--- config.mk ---
export PLATFORM = sky130hd
export DESIGN_NAME = rhda_top
export DESIGN_NICKNAME = d
export VERILOG_FILES = /design/src/rtl/rhda_port.v /design/src/rtl/rhda_top.v
export VERILOG_INCLUDE_DIRS = /design/src /design/src/rtl
export SDC_FILE = /design/constraint.sdc
export NUM_CORES = 1
export LEC_CHECK = 0
export CAP_MARGIN = 40
export CORE_MARGIN = 2
export CORE_UTILIZATION = 40
export CTS_CLUSTER_DIAMETER = 100
export DETAILED_ROUTE_END_ITERATION = 10
export DONT_BUFFER_PORTS = 1
export RECOVER_POWER = 50
export SYNTH_ARGS = -nofsm -noshare
export SYNTH_HDL_FRONTEND = slang
export SYNTH_HIERARCHICAL = 1
export SYNTH_SLANG_ARGS = --single-unit
--- constraint.sdc ---
create_clock -name hclk -period 1.95 [get_ports hclk]
set_input_delay 0 -clock hclk [delete_from_list [all_inputs] [get_ports hclk]]
set_output_delay 0 -clock hclk [all_outputs]
set_load 0.03 [all_outputs]
--- src/rtl/rhda_regs.vh ---
// Register map, field positions, reset values and timing of the root hub descriptor block
`ifndef RHDA_REGS_VH
`define RHDA_REGS_VH

// Byte offsets within the block
`define RHDA_ADDR_W          8
`define RHDA_DESC_A_ADDR     8'h48
`define RHDA_MASK_ADDR       8'h80
`define RHDA_PWR_ADDR        8'h84

// Descriptor field positions
`define RHDA_PGD_MSB         31
`define RHDA_PGD_LSB         24
`define RHDA_NO_OVERCURRENT_GUARD_BIT        12
`define RHDA_OVERCURRENT_REPORT_MODE_BIT        11
`define RHDA_DT_BIT          10
`define RHDA_NPS_BIT         9
`define RHDA_PSM_BIT         8
`define RHDA_NDP_MSB         7
`define RHDA_NDP_LSB         0

// Descriptor reset values
`define RHDA_PGD_RST         8'hFF
`define RHDA_NO_OVERCURRENT_GUARD_RST        1'b0
`define RHDA_NPS_RST         1'b0
`define RHDA_PSM_RST         1'b1
`define RHDA_DT_VAL          1'b0

// Power command and status layout (port p sits at bit p, bit 0 unused for ports)
`define RHDA_GLB_ON_BIT      0
`define RHDA_GLB_OFF_BIT     16
`define RHDA_PORT_ON_LSB     0
`define RHDA_PORT_OFF_LSB    16
`define RHDA_GOOD_LSB        16

// Timing: one power-good delay unit, and the clock period
`define RHDA_PGD_UNIT_NS     2000000
`define RHDA_CLK_PERIOD_NS   10

`endif

--- src/rtl/rhda_port.v ---
// One downstream port: power switch state and power-good timer
`timescale 1ns/1ps

module rhda_port (
  hclk,
  hresetn,
  always_powered,
  power_switch_style,
  port_power_mask,
  glb_on,
  glb_off,
  port_on,
  port_off,
  tick,
  power_good_delay,
  port_power,
  port_good
);
  input  wire       hclk;
  input  wire       hresetn;
  input  wire       always_powered;
  input  wire       power_switch_style;
  input  wire       port_power_mask;
  input  wire       glb_on;
  input  wire       glb_off;
  input  wire       port_on;
  input  wire       port_off;
  input  wire       tick;
  input  wire [7:0] power_good_delay;
  output wire       port_power;
  output wire       port_good;

  reg        power_q;
  reg        power_d;
  reg  [8:0] wait_q;
  reg  [8:0] wait_d;
  reg        power_prev_q;
  wire       use_port_cmd;

  // Individual style with the mask set listens to port commands only
  assign use_port_cmd = power_switch_style & port_power_mask;

  // Switch state; an on command beats an off command in the same cycle
  always @* begin
    power_d = power_q;
    if (use_port_cmd) begin
      if (port_on)
        power_d = 1'b1;
      else if (port_off)
        power_d = 1'b0;
    end else begin
      if (glb_on)
        power_d = 1'b1;
      else if (glb_off)
        power_d = 1'b0;
    end
  end

  assign port_power = always_powered | power_q;

  // Timer loads delay plus one so a partial first unit never shortens the wait
  always @* begin
    wait_d = wait_q;
    if (port_power && !power_prev_q)
      wait_d = {1'b0, power_good_delay} + 9'h001;
    else if (!port_power)
      wait_d = 9'h000;
    else if (tick && wait_q != 9'h000)
      wait_d = wait_q - 9'h001;
  end

  always @(posedge hclk or negedge hresetn) begin
    if (!hresetn) begin
      power_q      <= 1'b0;
      power_prev_q <= 1'b0;
      wait_q       <= 9'h000;
    end else begin
      power_q      <= power_d;
      power_prev_q <= port_power;
      wait_q       <= wait_d;
    end
  end

  assign port_good = port_power & power_prev_q & (wait_q == 9'h000);

endmodule // rhda_port

--- src/rtl/rhda_top.v ---
// Root hub descriptor register with AHB-Lite slave, port power and overcurrent report
`timescale 1ns/1ps
`include "rhda_regs.vh"

module rhda_top #(
  parameter NUM_PORTS   = 2,
  parameter TICK_CYCLES = `RHDA_PGD_UNIT_NS / `RHDA_CLK_PERIOD_NS
) (
  hclk,
  hresetn,
  hsel,
  haddr,
  htrans,
  hwrite,
  hsize,
  hwdata,
  hready,
  hrdata,
  hreadyout,
  hresp,
  port_overcurrent,
  power_good_delay,
  no_overcurrent_guard,
  overcurrent_report_mode,
  compound_flag,
  always_powered,
  power_switch_style,
  downstream_port_count,
  port_power_mask,
  port_power,
  port_good,
  overcurrent_global,
  overcurrent_port
);
  input  wire                 hclk;
  input  wire                 hresetn;
  input  wire                 hsel;
  input  wire [31:0]          haddr;
  input  wire [1:0]           htrans;
  input  wire                 hwrite;
  input  wire [2:0]           hsize;
  input  wire [31:0]          hwdata;
  input  wire                 hready;
  output wire [31:0]          hrdata;
  output wire                 hreadyout;
  output wire                 hresp;
  input  wire [NUM_PORTS-1:0] port_overcurrent;
  output wire [7:0]           power_good_delay;
  output wire                 no_overcurrent_guard;
  output wire                 overcurrent_report_mode;
  output wire                 compound_flag;
  output wire                 always_powered;
  output wire                 power_switch_style;
  output wire [7:0]           downstream_port_count;
  output wire [NUM_PORTS-1:0] port_power_mask;
  output wire [NUM_PORTS-1:0] port_power;
  output wire [NUM_PORTS-1:0] port_good;
  output wire                 overcurrent_global;
  output wire [NUM_PORTS-1:0] overcurrent_port;

  // Port count is fixed by the build, not by software
  localparam [7:0] NDP_VAL = NUM_PORTS;

  // Bus capture
  reg                     wr_q;
  reg [`RHDA_ADDR_W-1:0]  addr_q;
  reg [31:0]              rdata_q;
  reg [31:0]              rdata_d;
  wire                    take;

  // Descriptor fields
  reg [7:0]               pgd_q;
  reg [7:0]               pgd_d;
  reg                     no_overcurrent_guard_q;
  reg                     no_overcurrent_guard_d;
  reg                     overcurrent_report_mode_q;
  reg                     overcurrent_report_mode_d;
  reg                     nps_q;
  reg                     nps_d;
  reg                     psm_q;
  reg                     psm_d;

  // Own control and command decode
  reg [NUM_PORTS-1:0]     mask_q;
  reg [NUM_PORTS-1:0]     mask_d;
  wire                    wr_desc;
  wire                    wr_mask;
  wire                    wr_pwr;
  wire                    glb_on;
  wire                    glb_off;
  wire [NUM_PORTS-1:0]    port_on;
  wire [NUM_PORTS-1:0]    port_off;

  // Time base and overcurrent inputs
  reg [31:0]              pre_q;
  reg                     tick_q;
  reg [NUM_PORTS-1:0]     oc_meta_q;
  reg [NUM_PORTS-1:0]     oc_sync_q;
  reg                     oc_glb_q;
  reg [NUM_PORTS-1:0]     oc_port_q;

  // Status views for readback
  reg [31:0]              desc_view;
  reg [31:0]              mask_view;
  reg [31:0]              pwr_view;

  integer                 k;

  // Zero wait states; every transfer answers OKAY
  assign hreadyout = 1'b1;
  assign hresp     = 1'b0;
  assign hrdata    = rdata_q;

  // Address phase is taken on a selected NONSEQ or SEQ with the bus ready
  assign take = hsel & hready & htrans[1];

  always @(posedge hclk or negedge hresetn) begin
    if (!hresetn) begin
      wr_q   <= 1'b0;
      addr_q <= {`RHDA_ADDR_W{1'b0}};
    end else begin
      wr_q   <= take & hwrite;
      if (take)
        addr_q <= haddr[`RHDA_ADDR_W-1:0];
    end
  end

  // Writes land in the data phase, one strobe per register
  assign wr_desc = wr_q & (addr_q == `RHDA_DESC_A_ADDR);
  assign wr_mask = wr_q & (addr_q == `RHDA_MASK_ADDR);
  assign wr_pwr  = wr_q & (addr_q == `RHDA_PWR_ADDR);

  // Descriptor next values; reserved, compound and count bits are not stored
  always @* begin
    pgd_d  = pgd_q;
    no_overcurrent_guard_d = no_overcurrent_guard_q;
    overcurrent_report_mode_d = overcurrent_report_mode_q;
    nps_d  = nps_q;
    psm_d  = psm_q;
    if (wr_desc) begin
      pgd_d  = hwdata[`RHDA_PGD_MSB:`RHDA_PGD_LSB];
      no_overcurrent_guard_d = hwdata[`RHDA_NO_OVERCURRENT_GUARD_BIT];
      overcurrent_report_mode_d = hwdata[`RHDA_OVERCURRENT_REPORT_MODE_BIT];
      nps_d  = hwdata[`RHDA_NPS_BIT];
      psm_d  = hwdata[`RHDA_PSM_BIT];
    end
  end

  // Mask next value; bit 0 of the word has no port behind it
  always @* begin
    mask_d = mask_q;
    if (wr_mask)
      mask_d = hwdata[NUM_PORTS:1];
  end

  // Descriptor and mask storage
  always @(posedge hclk or negedge hresetn) begin
    if (!hresetn) begin
      pgd_q  <= `RHDA_PGD_RST;
      no_overcurrent_guard_q <= `RHDA_NO_OVERCURRENT_GUARD_RST;
      overcurrent_report_mode_q <= `RHDA_PSM_RST;
      nps_q  <= `RHDA_NPS_RST;
      psm_q  <= `RHDA_PSM_RST;
      mask_q <= {NUM_PORTS{1'b0}};
    end else begin
      pgd_q  <= pgd_d;
      no_overcurrent_guard_q <= no_overcurrent_guard_d;
      overcurrent_report_mode_q <= overcurrent_report_mode_d;
      nps_q  <= nps_d;
      psm_q  <= psm_d;
      mask_q <= mask_d;
    end
  end

  // Power commands are one-cycle strobes decoded straight from write data
  assign glb_on   = wr_pwr & hwdata[`RHDA_GLB_ON_BIT];
  assign glb_off  = wr_pwr & hwdata[`RHDA_GLB_OFF_BIT];
  assign port_on  = {NUM_PORTS{wr_pwr}} & hwdata[`RHDA_PORT_ON_LSB+NUM_PORTS:`RHDA_PORT_ON_LSB+1];
  assign port_off = {NUM_PORTS{wr_pwr}} &
                    hwdata[`RHDA_PORT_OFF_LSB+NUM_PORTS:`RHDA_PORT_OFF_LSB+1];

  // Free running 2 ms tick; tick phase is arbitrary, so timers add one unit
  always @(posedge hclk or negedge hresetn) begin
    if (!hresetn) begin
      pre_q  <= 32'h00000000;
      tick_q <= 1'b0;
    end else if (pre_q >= TICK_CYCLES - 1) begin
      pre_q  <= 32'h00000000;
      tick_q <= 1'b1;
    end else begin
      pre_q  <= pre_q + 32'h00000001;
      tick_q <= 1'b0;
    end
  end

  // One switch and timer per port
  genvar p;
  generate
    for (p = 0; p < NUM_PORTS; p = p + 1) begin : g_port
      rhda_port u_port (
        .hclk               (hclk),
        .hresetn            (hresetn),
        .always_powered     (nps_q),
        .power_switch_style (psm_q),
        .port_power_mask    (mask_q[p]),
        .glb_on             (glb_on),
        .glb_off            (glb_off),
        .port_on            (port_on[p]),
        .port_off           (port_off[p]),
        .tick               (tick_q),
        .power_good_delay   (pgd_q),
        .port_power         (port_power[p]),
        .port_good          (port_good[p])
      );
    end
  endgenerate

  // Overcurrent pins come from off-chip and are synchronised first
  always @(posedge hclk or negedge hresetn) begin
    if (!hresetn) begin
      oc_meta_q <= {NUM_PORTS{1'b0}};
      oc_sync_q <= {NUM_PORTS{1'b0}};
    end else begin
      oc_meta_q <= port_overcurrent;
      oc_sync_q <= oc_meta_q;
    end
  end

  // Report collectively or per port; nothing is reported without protection
  always @(posedge hclk or negedge hresetn) begin
    if (!hresetn) begin
      oc_glb_q  <= 1'b0;
      oc_port_q <= {NUM_PORTS{1'b0}};
    end else if (no_overcurrent_guard_q) begin
      oc_glb_q  <= 1'b0;
      oc_port_q <= {NUM_PORTS{1'b0}};
    end else if (overcurrent_report_mode_q) begin
      oc_glb_q  <= 1'b0;
      oc_port_q <= oc_sync_q;
    end else begin
      oc_glb_q  <= |oc_sync_q;
      oc_port_q <= {NUM_PORTS{1'b0}};
    end
  end

  assign overcurrent_global = oc_glb_q;
  assign overcurrent_port   = oc_port_q;

  // Read views built from next values so a write followed by a read returns new data
  always @* begin
    desc_view = 32'h00000000;
    desc_view[`RHDA_PGD_MSB:`RHDA_PGD_LSB] = pgd_d;
    desc_view[`RHDA_NO_OVERCURRENT_GUARD_BIT] = no_overcurrent_guard_d;
    desc_view[`RHDA_OVERCURRENT_REPORT_MODE_BIT] = overcurrent_report_mode_d;
    desc_view[`RHDA_DT_BIT]   = `RHDA_DT_VAL;
    desc_view[`RHDA_NPS_BIT]  = nps_d;
    desc_view[`RHDA_PSM_BIT]  = psm_d;
    desc_view[`RHDA_NDP_MSB:`RHDA_NDP_LSB] = NDP_VAL;
  end

  // Port state views; power lags a command by one cycle, as the port registers it
  always @* begin
    mask_view = 32'h00000000;
    pwr_view  = 32'h00000000;
    for (k = 0; k < NUM_PORTS; k = k + 1) begin
      mask_view[k+1] = mask_d[k];
      pwr_view[k+1]  = port_power[k];
      pwr_view[`RHDA_GOOD_LSB+k+1] = port_good[k];
    end
  end

  // Read mux; unmapped offsets read zero
  always @* begin
    rdata_d = rdata_q;
    if (take && !hwrite) begin
      case (haddr[`RHDA_ADDR_W-1:0])
        `RHDA_DESC_A_ADDR: rdata_d = desc_view;
        `RHDA_MASK_ADDR:   rdata_d = mask_view;
        `RHDA_PWR_ADDR:    rdata_d = pwr_view;
        default:           rdata_d = 32'h00000000;
      endcase
    end
  end

  always @(posedge hclk or negedge hresetn) begin
    if (!hresetn)
      rdata_q <= 32'h00000000;
    else
      rdata_q <= rdata_d;
  end

  // Field outputs straight from the stored bits; compound flag and port count are constants
  assign power_good_delay        = pgd_q;
  assign no_overcurrent_guard    = no_overcurrent_guard_q;
  assign overcurrent_report_mode = overcurrent_report_mode_q;
  assign compound_flag           = `RHDA_DT_VAL;
  assign always_powered          = nps_q;
  assign power_switch_style      = psm_q;
  assign downstream_port_count   = NDP_VAL;
  assign port_power_mask         = mask_q;

endmodule // rhda_top

==> run summary, run 1 <==
• **post-layout utilization of the core** 49.51%
• **via density per instance** 5.418
• **number of buffers on the longest clock path** 2
• **number of different library cells in the post-synthesis netlist** 60
• **data required time of the critical path** 1.95 ns
• **Area growth syn-to-layout** 21.10%
• **CP max FO** 3
• **arrival time at the worst endpoint** 1.93 ns
• **DRC violation total after the first TritonRoute iteration** 295
• **compound-cell area share of the yosys netlist** 14.27%
• **final count of hold timing violations** 101
• **xor and xnor area share after synthesis** 4.280%
• **Max rail drop VDD** 0.4129 mV
• **total clock buffers created by CTS** 9
• **Root Driver** sky130_fd_sc_hd__clkbuf_16
• **Die X-Extent** 114.8 microns
• **Pwr Density** 793.1 nW/um^2
• **number of top-level pins** 140
• **most used cells in the layout excluding fill and tap cells** 91 x sky130_fd_sc_hd__dfrtp_1, 41 x sky130_fd_sc_hd__conb_1, 38 x sky130_fd_sc_hd__buf_4, 26 x sky130_fd_sc_hd__dlygate4sd3_1, 24 x sky130_fd_sc_hd__nor2_1
• **type of element launching the critical path** register
• **dpl hpwl** 7.916 mm
• **most common library cell in the layout ignoring fill and taps** sky130_fd_sc_hd__dfrtp_1
• **TritonCTS clock tree** done
• **WS Path Type** reg -> out
• **prevailing post-synth register cell** sky130_fd_sc_hd__dfrtp_1
• **Final #Nets** 606
• **Yosys warning count** 6
• **register area share after synthesis** 51.72%
• **status** finished with violations
• **number of cells produced by synthesis** 448
• **post-synthesis instance area** 4911 sq um
• **Crit path top cell by count** sky130_fd_sc_hd__buf_6
• **die footprint** 13,180 sq um
• **synthesized-area fraction occupied by adder cells** 1.274%
• **critical path endpoint category** output pin
• **normalized max-slew margin** 59.14%
• **number of enable flip-flop cells after synthesis** 0
• **count of antenna diodes in the layout** 0
• **die outline height** 114.8 microns
• **routed via count** 3,668
• **critical path, cell by cell** inv_1 > ha_2 > or4b_4 > buf_6 > nor3_4 > buf_6
• **violations in the final reports** hold timing
• **filler cell count in the final layout** 1,070
• **synthesized area per cell** 10.96 sq um
• **fin crit period** 1.933 ns
• **core box area** 12,010 sq um
• **clock transition at the register clock pins on the worst setup and hold paths after CTS** 0.06 ns
• **DRC violation count after routing** 0
• **slowest stage cell, crit path** sky130_fd_sc_hd__or4b_4
• **starting density of the core** 40.89%
• **CTS hold repair buffers** 26
• **largest net degree at the start of global routing** 102
• **total power** 4.716 mW
• **wire length of the first global-routing pass** 17.95 mm
• **leakage power** 2.551 nW
• **RSZ-0062 raised after global routing** true
• **fraction of final layout cells with drive strength greater than 1** 22.26%
• **Final Slew Violations** 0
• **count of antenna-violating nets left after detailed routing** 0
• **Slew @ Worst Pin** 0.6129 ns
• **Post-Synth Simple-Gate Area** 15.75%
• **type of the worst min-delay path** in -> async
• **clock sink total** 101
• **vias in the first global route** 3,598
• **Fmax achieved** 0.5173 GHz
• **Total Routing Usage GR** 17.55%
• **total overflow reported by the global router** 0
• **routed wire length** 11.18 mm
• **count of input and output buffers** 0
• **CP delay by family, top** simple AND/OR/NAND/NOR gates
• **gpl congestion** 0.9181
• **source-to-sink clock delay at the later pin of the worst-skew pair** 0.34 ns
• **multiplexer share of the synthesized area** 5.580%
• **flip-flop and latch count after synthesis** 101
• **ratio of final minimum period to clock period** 99.14%
• **site row count** 40
• **Buf/Inv on CP** 3
• **main combinational cell family by area after synthesis** simple AND/OR/NAND/NOR gates
• **max_cap viols** 0
• **CP max stage delay** 0.47 ns
• **worst slack on hold paths** -0.6449 ns
• **routed wire length per instance** 16.52 microns
• **CTS HTree Levels** 3
• **number of antenna violations at the first check in global routing** 0
• **skew final** 0.01222 ns
• **number of iterations in the first detailed-routing pass** 5
• **share of flip-flops with an asynchronous set or reset after synthesis** 100.0%
• **final setup vio count** 0
sequential cells by signal, summed over array words and instances, names as in the netlist:
name                        cells
hrdata                         16
power_good_delay                8
oc_sync_q                       2
pre_q                          32
tick_q                          1
oc_meta_q                       2
g_port.u_port/wait_q           18
addr_q                          8
overcurrent_report_mode         1
port_power_mask                 2
wr_q                            1
overcurrent_global              1
overcurrent_port                2
power_switch_style              1
always_powered                  1
g_port.u_port/power_q           2
g_port.u_port/power_prev_q      2
no_overcurrent_guard            1
worst register-to-register path, stage by stage, from the launching register on:
cell                      delay, ns
sky130_fd_sc_hd__dfrtp_1       0.38
sky130_fd_sc_hd__inv_1         0.08
sky130_fd_sc_hd__ha_2          0.19
sky130_fd_sc_hd__or4b_4        0.47
sky130_fd_sc_hd__buf_4         0.17
sky130_fd_sc_hd__o21a_4        0.22
sky130_fd_sc_hd__nor3_1        0.18
sky130_fd_sc_hd__o22ai_1       0.12
layer usage:
metal	global-route usage [%]	wire length [microns]
met5	0	0
met4	6.265	142
met3	5.482	670
met2	28.84	5667
met1	22.00	4702
power breakdown:
group	internal (mW)	switching, mW
Sequential	2.21	0.121
Clock	0.915	0.793
Combinational	0.305	0.371
Total	3.43	1.28
path summary, 6_finish.rpt:
| check | slack, ns | cells after the start | endpoint | startpoint |
|---|---|---|---|---|
| setup / recovery | 0.02 | 6 | port_good[0] | g_port[0].u_port/wait_q[1] |
| hold / removal | -0.64 | 0 | g_port[0].u_port/wait_q[2] | hresetn |
| setup reg to reg | 0.03 | 7 | g_port[0].u_port/wait_q[7] | g_port[0].u_port/wait_q[1] |
| hold reg to reg | 0.35 | 0 | oc_sync_q[0] | oc_meta_q[0] |
| max in group asynchronous | 2.37 | 0 | power_switch_style | hresetn |
| min in group hclk | 0.02 | 3 | g_port[0].u_port/power_q | hwdata[1] |
kinds of logic after synthesis:
family	Yosys count
AO/OA/AOI/OAI	93
XOR/XNOR	24
adder cells (fa/ha/maj)	5
buffers and inverters	60
flip-flops	101
multiplexers	25
other	2
AND/OR/NAND/NOR	138
synthesized netlist by cell type (all sizes together) (6+ instances only):
master	n	area, sq um
a211oi	6	45.04
a21oi	19	95.09
a22oi	8	60.06
a32o	12	120.1
and2	7	43.79
buf	37	256.5
dfrtp	91	2277
dfstp	10	262.8
inv	18	67.56
mux2	19	214.0
mux2i	6	60.06
nand2	18	67.56
nand3	15	80.08
nand4	9	56.30
nor2	24	90.09
nor3	19	95.09
o21ai	14	70.07
or3	6	37.54
or4	8	63.81
xnor2	16	140.1
xor2	8	70.07
area by class of cell:
cell class              count  area [sq um]  share of cell area (%)
multi-input cells         326          2270                   38.17
repair buffers             69         601.8                   10.12
flip-flops and latches    101          2540                   42.71
inverters                  18         67.56                   1.136
well taps                 147         183.9                   3.093
clock inverters             5         41.29                  0.6943
clock buffers              11         242.7                   4.082
per-stage QoR:
stage                     TNS [ns]  worst slack [ns]  area [sq um]  cells
after floorplan                  0           0.01864          5067    487
after global placement           0           0.04577          5239    625
after detailed placement         0           0.03567          5239    625
after CTS                        0          0.001317          5826    669
after global routing       -0.1842          -0.09363          5947    677
final                            0           0.01671          5947    677
timing repair:
| item | in CTS | in global routing |
|---|---|---|
| gates cloned | 0 | 0 |
| pin swaps | 1 | 8 |
| hold endpoints to repair | 142 | 101 |
| gates resized for setup | 6 | 15 |
| endpoints found under the setup margin | 2 | 26 |
| setup buffers | 2 | 8 |
No activity file was read; power rests on OpenSTA's default activity.
==> inputs of run 2 (changes only) <==
SETUP_SLACK_MARGIN = 0.2   (was unset)
SLEW_MARGIN = 0   (was unset)
clock period = 2.2 ns   (was 1.95 ns; I/O delays follow)
==> run summary, run 2 (synthesized netlist as in run 1, its figures left out) <==
• **Layout Cells excl Fill** 653, -3.5%
• **CTS HTree Levels** 3, unchanged
• **fin crit period** 1.933 ns
• **Buf/Inv on CP** 2, -1
• **total clock buffers created by CTS** 9, unchanged
• **WS Path Type** reg -> reg
• **number of buffers on the longest clock path** 2, unchanged
• **vias in the first global route** 3,562, -1.0%
• **fraction of final layout cells with drive strength greater than 1** 17.39%, -4.9 points
• **routed via count** 3,571, -2.6%
• **die footprint** 13,180 sq um, unchanged
• **Die X-Extent** 114.8 microns, unchanged
• **DRC violation count after routing** 0, unchanged
• **flip-flop count of the largest register, all copies and words added** 32, unchanged
• **skew final** 0.006334 ns, -0.005885 ns
• **CP max stage delay** 0.54 ns, +0.07 ns
• **via density per instance** 5.469, +0.93%
• **clock transition at the register clock pins on the worst setup and hold paths after CTS** 0.07 ns, about the same
• **largest net degree at the start of global routing** 102, unchanged
• **area of the multi-input gates** 2250 sq um, -0.88%
• **final setup vio count** 0, unchanged
• **number of top-level pins** 140, unchanged
• **Root Driver** sky130_fd_sc_hd__clkbuf_16
• **placed insts** 607, -2.9%
• **register bank with the most flops** pre_q
• **storage element area** 2540 sq um, unchanged
• **CTS hold repair buffers** 26, unchanged
• **count of antenna diodes in the layout** 0, unchanged
• **normalized max-slew margin** 56.34%, -2.8 points
• **gpl congestion** 0.8677, -5.5%
• **clock sink total** 101, unchanged
• **die outline height** 114.8 microns, unchanged
• **Area growth syn-to-layout** 17.35%
• **CP max FO** 6, +3
• **status** finished with violations
• **Max rail drop VDD** 0.3604 mV, -13%
• **Total Routing Usage GR** 18.05%, +0.50 points
• **number of antenna violations at the first check in global routing** 0, unchanged
• **ratio of final minimum period to clock period** 87.88%
• **Fmax achieved** 0.5173 GHz
• **leakage power** 2.437 nW, -4.5%
• **critical path, cell by cell** inv_1 > ha_1 > or4b_4 > buf_4 > o211ai_2 > xor2_1 > a211oi_1
• **final count of hold timing violations** 101, unchanged
• **dpl hpwl** 7.758 mm, -2.0%
• **Final Slew Violations** 0, unchanged
• **type of element launching the critical path** register
• **core box area** 12,010 sq um, unchanged
• **routed wire length** 11.29 mm, +0.92%
• **RSZ-0062 raised after global routing** true
• **number of iterations in the first detailed-routing pass** 5, unchanged
• **Slew @ Worst Pin** 0.6480 ns, +0.03510 ns
• **CP delay by family, top** simple AND/OR/NAND/NOR gates
• **wire length of the first global-routing pass** 18.57 mm, +3.5%
• **DRC violation total after the first TritonRoute iteration** 253, -14%
• **data required time of the critical path** 2.40 ns, +0.45 ns
• **most used cells in the layout excluding fill and tap cells** 91 x sky130_fd_sc_hd__dfrtp_1, 41 x sky130_fd_sc_hd__conb_1, 26 x sky130_fd_sc_hd__dlygate4sd3_1, 24 x sky130_fd_sc_hd__nor2_1
• **slowest stage cell, crit path** sky130_fd_sc_hd__or4b_4
• **worst slack on hold paths** -0.6526 ns, -0.007740 ns
• **starting density of the core** 40.89%, unchanged
• **type of the worst min-delay path** in -> async
• **post-route setup TNS** 0 ns, unchanged
• **total overflow reported by the global router** 0, unchanged
• **critical path endpoint category** register
• **filler cell count in the final layout** 1,072, +0.19%
• **arrival time at the worst endpoint** 2.13 ns, +0.20 ns
• **max_cap viols** 0, unchanged
• **Pwr Density** 746.3 nW/um^2, -5.9%
• **TritonCTS clock tree** done
• **source-to-sink clock delay at the later pin of the worst-skew pair** 0.35 ns, about the same
• **violations in the final reports** hold timing
• **count of input and output buffers** 0, unchanged
• **most common library cell in the layout ignoring fill and taps** sky130_fd_sc_hd__dfrtp_1
• **count of antenna-violating nets left after detailed routing** 0, unchanged
• **site row count** 40, unchanged
• **Final #Nets** 582, -4.0%
• **routed wire length per instance** 17.28 microns, +4.6%
[run 2: changes by cell type in the layout (fill, tap and decap cells not counted), sizes merged]
cell / change
inv: -1
buf: -24
clkinvlp: -2
clkinv: +1
bufinv: +2
[run 2: per-stage QoR]
step | power [mW] | utilization (%) | setup slack (ns) | area [sq um]
2_1_floorplan | 2.507 | - | 0.2686 | 5067
4_1_cts | 4.307 | 47.34 | 0.1651 | 5687
3_3_place_gp | 2.548 | 42.49 | 0.2174 | 5104
5_1_grt | 4.500 | 47.98 | 0.1815 | 5763
3_5_place_dp | 2.563 | 42.49 | 0.1436 | 5104
6_report | 4.301 | 47.98 | 0.2667 | 5763
[run 2: worst paths after layout]
check,start,endpoint,slack (ns),cells past startpoint
min,hresetn,g_port[0].u_port/wait_q[6],-0.65,0
min in group hclk,haddr[7],hrdata[1],0.01,3
max reg2reg,g_port[0].u_port/wait_q[0],g_port[0].u_port/wait_q[3],0.27,7
max,g_port[0].u_port/wait_q[0],g_port[0].u_port/wait_q[3],0.27,7
min reg2reg,oc_meta_q[0],oc_sync_q[0],0.35,0
max in group asynchronous,hresetn,power_good_delay[6],2.61,0
[run 2: metal layers]
| metal | up-vias | share of wire [%] | track usage [%] |
|---|---|---|---|
| li1 | 1674 | - | - |
| met1 | 1799 | 45 | 24.25 |
| met2 | 85 | 49 | 28.72 |
| met3 | 13 | 4.9 | 4.112 |
| met4 | 0 | 1.8 | 6.827 |
| met5 | - | 0 | 0 |
[run 2: cell type report]
class / instances / share of cell area (%)
inverter: 18 / 1.172
multi-input combinational: 326 / 39.04
clock inverter: 5 / 1.433
tap: 147 / 3.191
sequential: 101 / 44.07
clock buffer: 11 / 4.038
timing repair buffer: 45 / 7.056
[run 2: report_power, final]
group	internal (mW)	switching, mW	total, mW
Clock	1.00	0.691	1.69
Sequential	1.96	0.141	2.10
Combinational	0.225	0.279	0.504
[run 2: timing repair]
item,4_1_cts,5_1_grt
buffers inserted,0,4
resized for setup,2,10
hold endpoints to repair,142,101
setup endpoints to repair,4,25
pin swaps,0,1
==> inputs of run 3 (changes only) <==
CORE_MARGIN = unset   (was 2)
CTS_BUF_LIST = sky130_fd_sc_hd__clkbuf_2   (was unset)
==> run summary, run 3 (synthesized netlist as in run 1, its figures left out) <==
• **count of antenna-violating nets left after detailed routing** 0, unchanged
• **RSZ-0062 raised after global routing** true
• **clock sink total** 101, unchanged
• **number of antenna violations at the first check in global routing** 1, +1
• **Pwr Density** 614.5 nW/um^2, -18%
• **WS Path Type** reg -> out
• **DRC violation count after routing** 0, unchanged
• **status** complete, no violations
• **gpl congestion** 0.8792, +1.3%
• **routed wire length per instance** 16.64 microns, -3.7%
• **final count of hold timing violations** 0, -100%
• **DRC violation total after the first TritonRoute iteration** 227, -10%
• **most used cells in the layout excluding fill and tap cells** 89 x sky130_fd_sc_hd__dfrtp_1, 48 x sky130_fd_sc_hd__dlygate4sd3_1, 41 x sky130_fd_sc_hd__conb_1, 29 x sky130_fd_sc_hd__buf_4, 24 x sky130_fd_sc_hd__nor2_1
• **final setup vio count** 0, unchanged
• **startpoint of the most critical hold path** hwdata[31]
• **total overflow reported by the global router** 0, unchanged
• **depth of the worst register-to-register path** 7, unchanged
• **Area growth syn-to-layout** 20.23%
• **skew final** 0.03129 ns, +0.02495 ns
• **flip-flop count of the largest register, all copies and words added** 32, unchanged
• **fraction of final layout cells with drive strength greater than 1** 19.78%, +2.4 points
• **vias in the first global route** 3,611, +1.4%
• **sw power** 1.181 mW, +6.4%
• **register bank with the most flops** pre_q
• **worst r2r src** g_port[0].u_port/wait_q[1]
• **Max rail drop VDD** 0.2206 mV, -39%
• **ratio of final minimum period to clock period** 98.81%, +11 points
• **total clock buffers created by CTS** 9, unchanged
• **Root Driver** sky130_fd_sc_hd__clkbuf_2
• **launch point of the worst path** g_port[0].u_port/wait_q[1]
• **site row count** 40, unchanged
• **dpl hpwl** 7.450 mm, -4.0%
• **core box area** 12,010 sq um, unchanged
• **most common library cell in the layout ignoring fill and taps** sky130_fd_sc_hd__dfrtp_1
• **normalized max-slew margin** 9.372%, -47 points
• **wire length of the first global-routing pass** 18.32 mm, -1.4%
• **hold worst-path end** power_good_delay[7]
• **routed wire length** 11.46 mm, +1.6%
• **Internal Dissipation** 2.447 mW, -23%
• **clock transition at the register clock pins on the worst setup and hold paths after CTS** 0.29 ns, +0.22 ns
• **via density per instance** 5.444, -0.45%
• **instance area after placement** 5119 sq um, +0.29%
• **fin crit period** 2.174 ns, +0.2405 ns
• **setup slack, reg-to-reg** 0.20 ns, -0.07 ns
• **Slew @ Worst Pin** 1.359 ns, +0.7114 ns
• **source-to-sink clock delay at the later pin of the worst-skew pair** 0.62 ns, +0.27 ns
• **Die X-Extent** 112.8 microns, -1.7%
• **number of iterations in the first detailed-routing pass** 4, -1
• **Fmax achieved** 0.4600 GHz, -11%
• **largest net degree at the start of global routing** 102, unchanged
• **type of element launching the critical path** register
• **Final Cell Area** 5904 sq um, +2.5%
• **Worst Hold Depth** 2
• **arrival time at the worst endpoint** 2.17 ns, +0.04 ns
• **Reg2Reg Capture Point** g_port[0].u_port/wait_q[0]
• **CTS HTree Levels** 3, unchanged
• **CP max FO** 2, -4
• **TritonCTS clock tree** done
• **die outline height** 112.8 microns, -1.7%
• **die footprint** 12,730 sq um, -3.5%
• **max_cap viols** 0, unchanged
• **sequential fraction of design power** 57.8%, +8.9 points
• **type of the worst min-delay path** in -> reg
• **number of buffers on the longest clock path** 2, unchanged
• **routed via count** 3,751, +5.0%
• **Total Routing Usage GR** 18.75%, +0.70 points
• **count of input and output buffers** 0, unchanged
• **power share of the clock group** 24.2%, -15 points
• **Final Slew Violations** 0, unchanged
• **Final #Nets** 617, +6.0%
• **data required time of the critical path** 2.20 ns, -0.20 ns
• **leakage power** 2.511 nW, +3.0%
• **critical path endpoint category** output pin
• **Gate power share** 18.0%, +6.3 points
• **number of top-level pins** 140, unchanged
• **worst slack on hold paths** 0.06819 ns, +0.7208 ns
• **starting density of the core** 40.89%, unchanged
• **net switching fraction of the power** 32.56%, +6.7 points
[run 3: layer usage]
metal | track usage [%] | share of wire [%] | vias up | wire length, microns
met3 | 4.606 | 4.7 | 20 | 541
met2 | 31.52 | 51 | 96 | 5808
li1 | - | - | 1749 | -
met4 | 7.289 | 2.0 | 0 | 226
met5 | 0 | 0 | - | 0
met1 | 23.31 | 43 | 1886 | 4886
[run 3: worst max-delay path, stage by stage, from the launching register on]
cell and delay (ns):
sky130_fd_sc_hd__dfrtp_1 0.45, sky130_fd_sc_hd__inv_1 0.07, sky130_fd_sc_hd__ha_2 0.18, sky130_fd_sc_hd__or4b_4 0.50, sky130_fd_sc_hd__nor3_4 0.21, sky130_fd_sc_hd__buf_6 0.16
[run 3: worst max-delay path by stage]
stage	endpoint	slack, ns	cells after the start
2_1_floorplan	hrdata[17]	0.27	6
3_3_place_gp	g_port[1].u_port/wait_q[0]	0.21	6
3_5_place_dp	g_port[1].u_port/wait_q[0]	0.22	6
4_1_cts	port_good[0]	-0.01	5
5_1_grt	port_good[0]	-0.09	5
6_report	port_good[0]	0.03	5
[run 3: through the flow]
step / total power [mW] / setup TNS [ns] / instances / setup WS [ns] / utilization [%]
after detailed placement: 2.560 / 0 / 609 / 0.2183 / 42.61
final: 3.628 / 0 / 689 / 0.02625 / 49.16
after global placement: 2.549 / 0 / 609 / 0.2072 / 42.61
after CTS: 3.642 / -0.01838 / 684 / -0.01412 / 48.71
after floorplan: 2.507 / 0 / 487 / 0.2686 / -
after global routing: 3.818 / -0.1471 / 689 / -0.08518 / 49.16
[run 3: layout make-up]
cell class | instances | area [sq um]
repair buffers | 80 | 728.2
fillers | 1061 | 6107
inverters | 18 | 67.56
flip-flops and latches | 101 | 2542
well taps | 147 | 183.9
clock inverters | 7 | 63.81
clock buffers | 9 | 45.04
diodes | 1 | 2.502
multi-input cells | 326 | 2271
[run 3: power by group through the flow]
stage,logic [mW],registers (mW),clock network [mW]
finish,0.653,2.10,0.879
global route,0.709,2.11,0.996
CTS,0.637,2.09,0.916
detailed placement,0.437,2.12,0
global placement,0.430,2.12,0
floorplan,0.408,2.10,0
[run 3: what timing repair did]
item                       CTS  global route
hold endpoints to repair   144             0
buffers inserted            10             4
resized for setup           10            11
hold buffers                49             0
setup endpoints to repair    4            26
pin swaps                    4             5
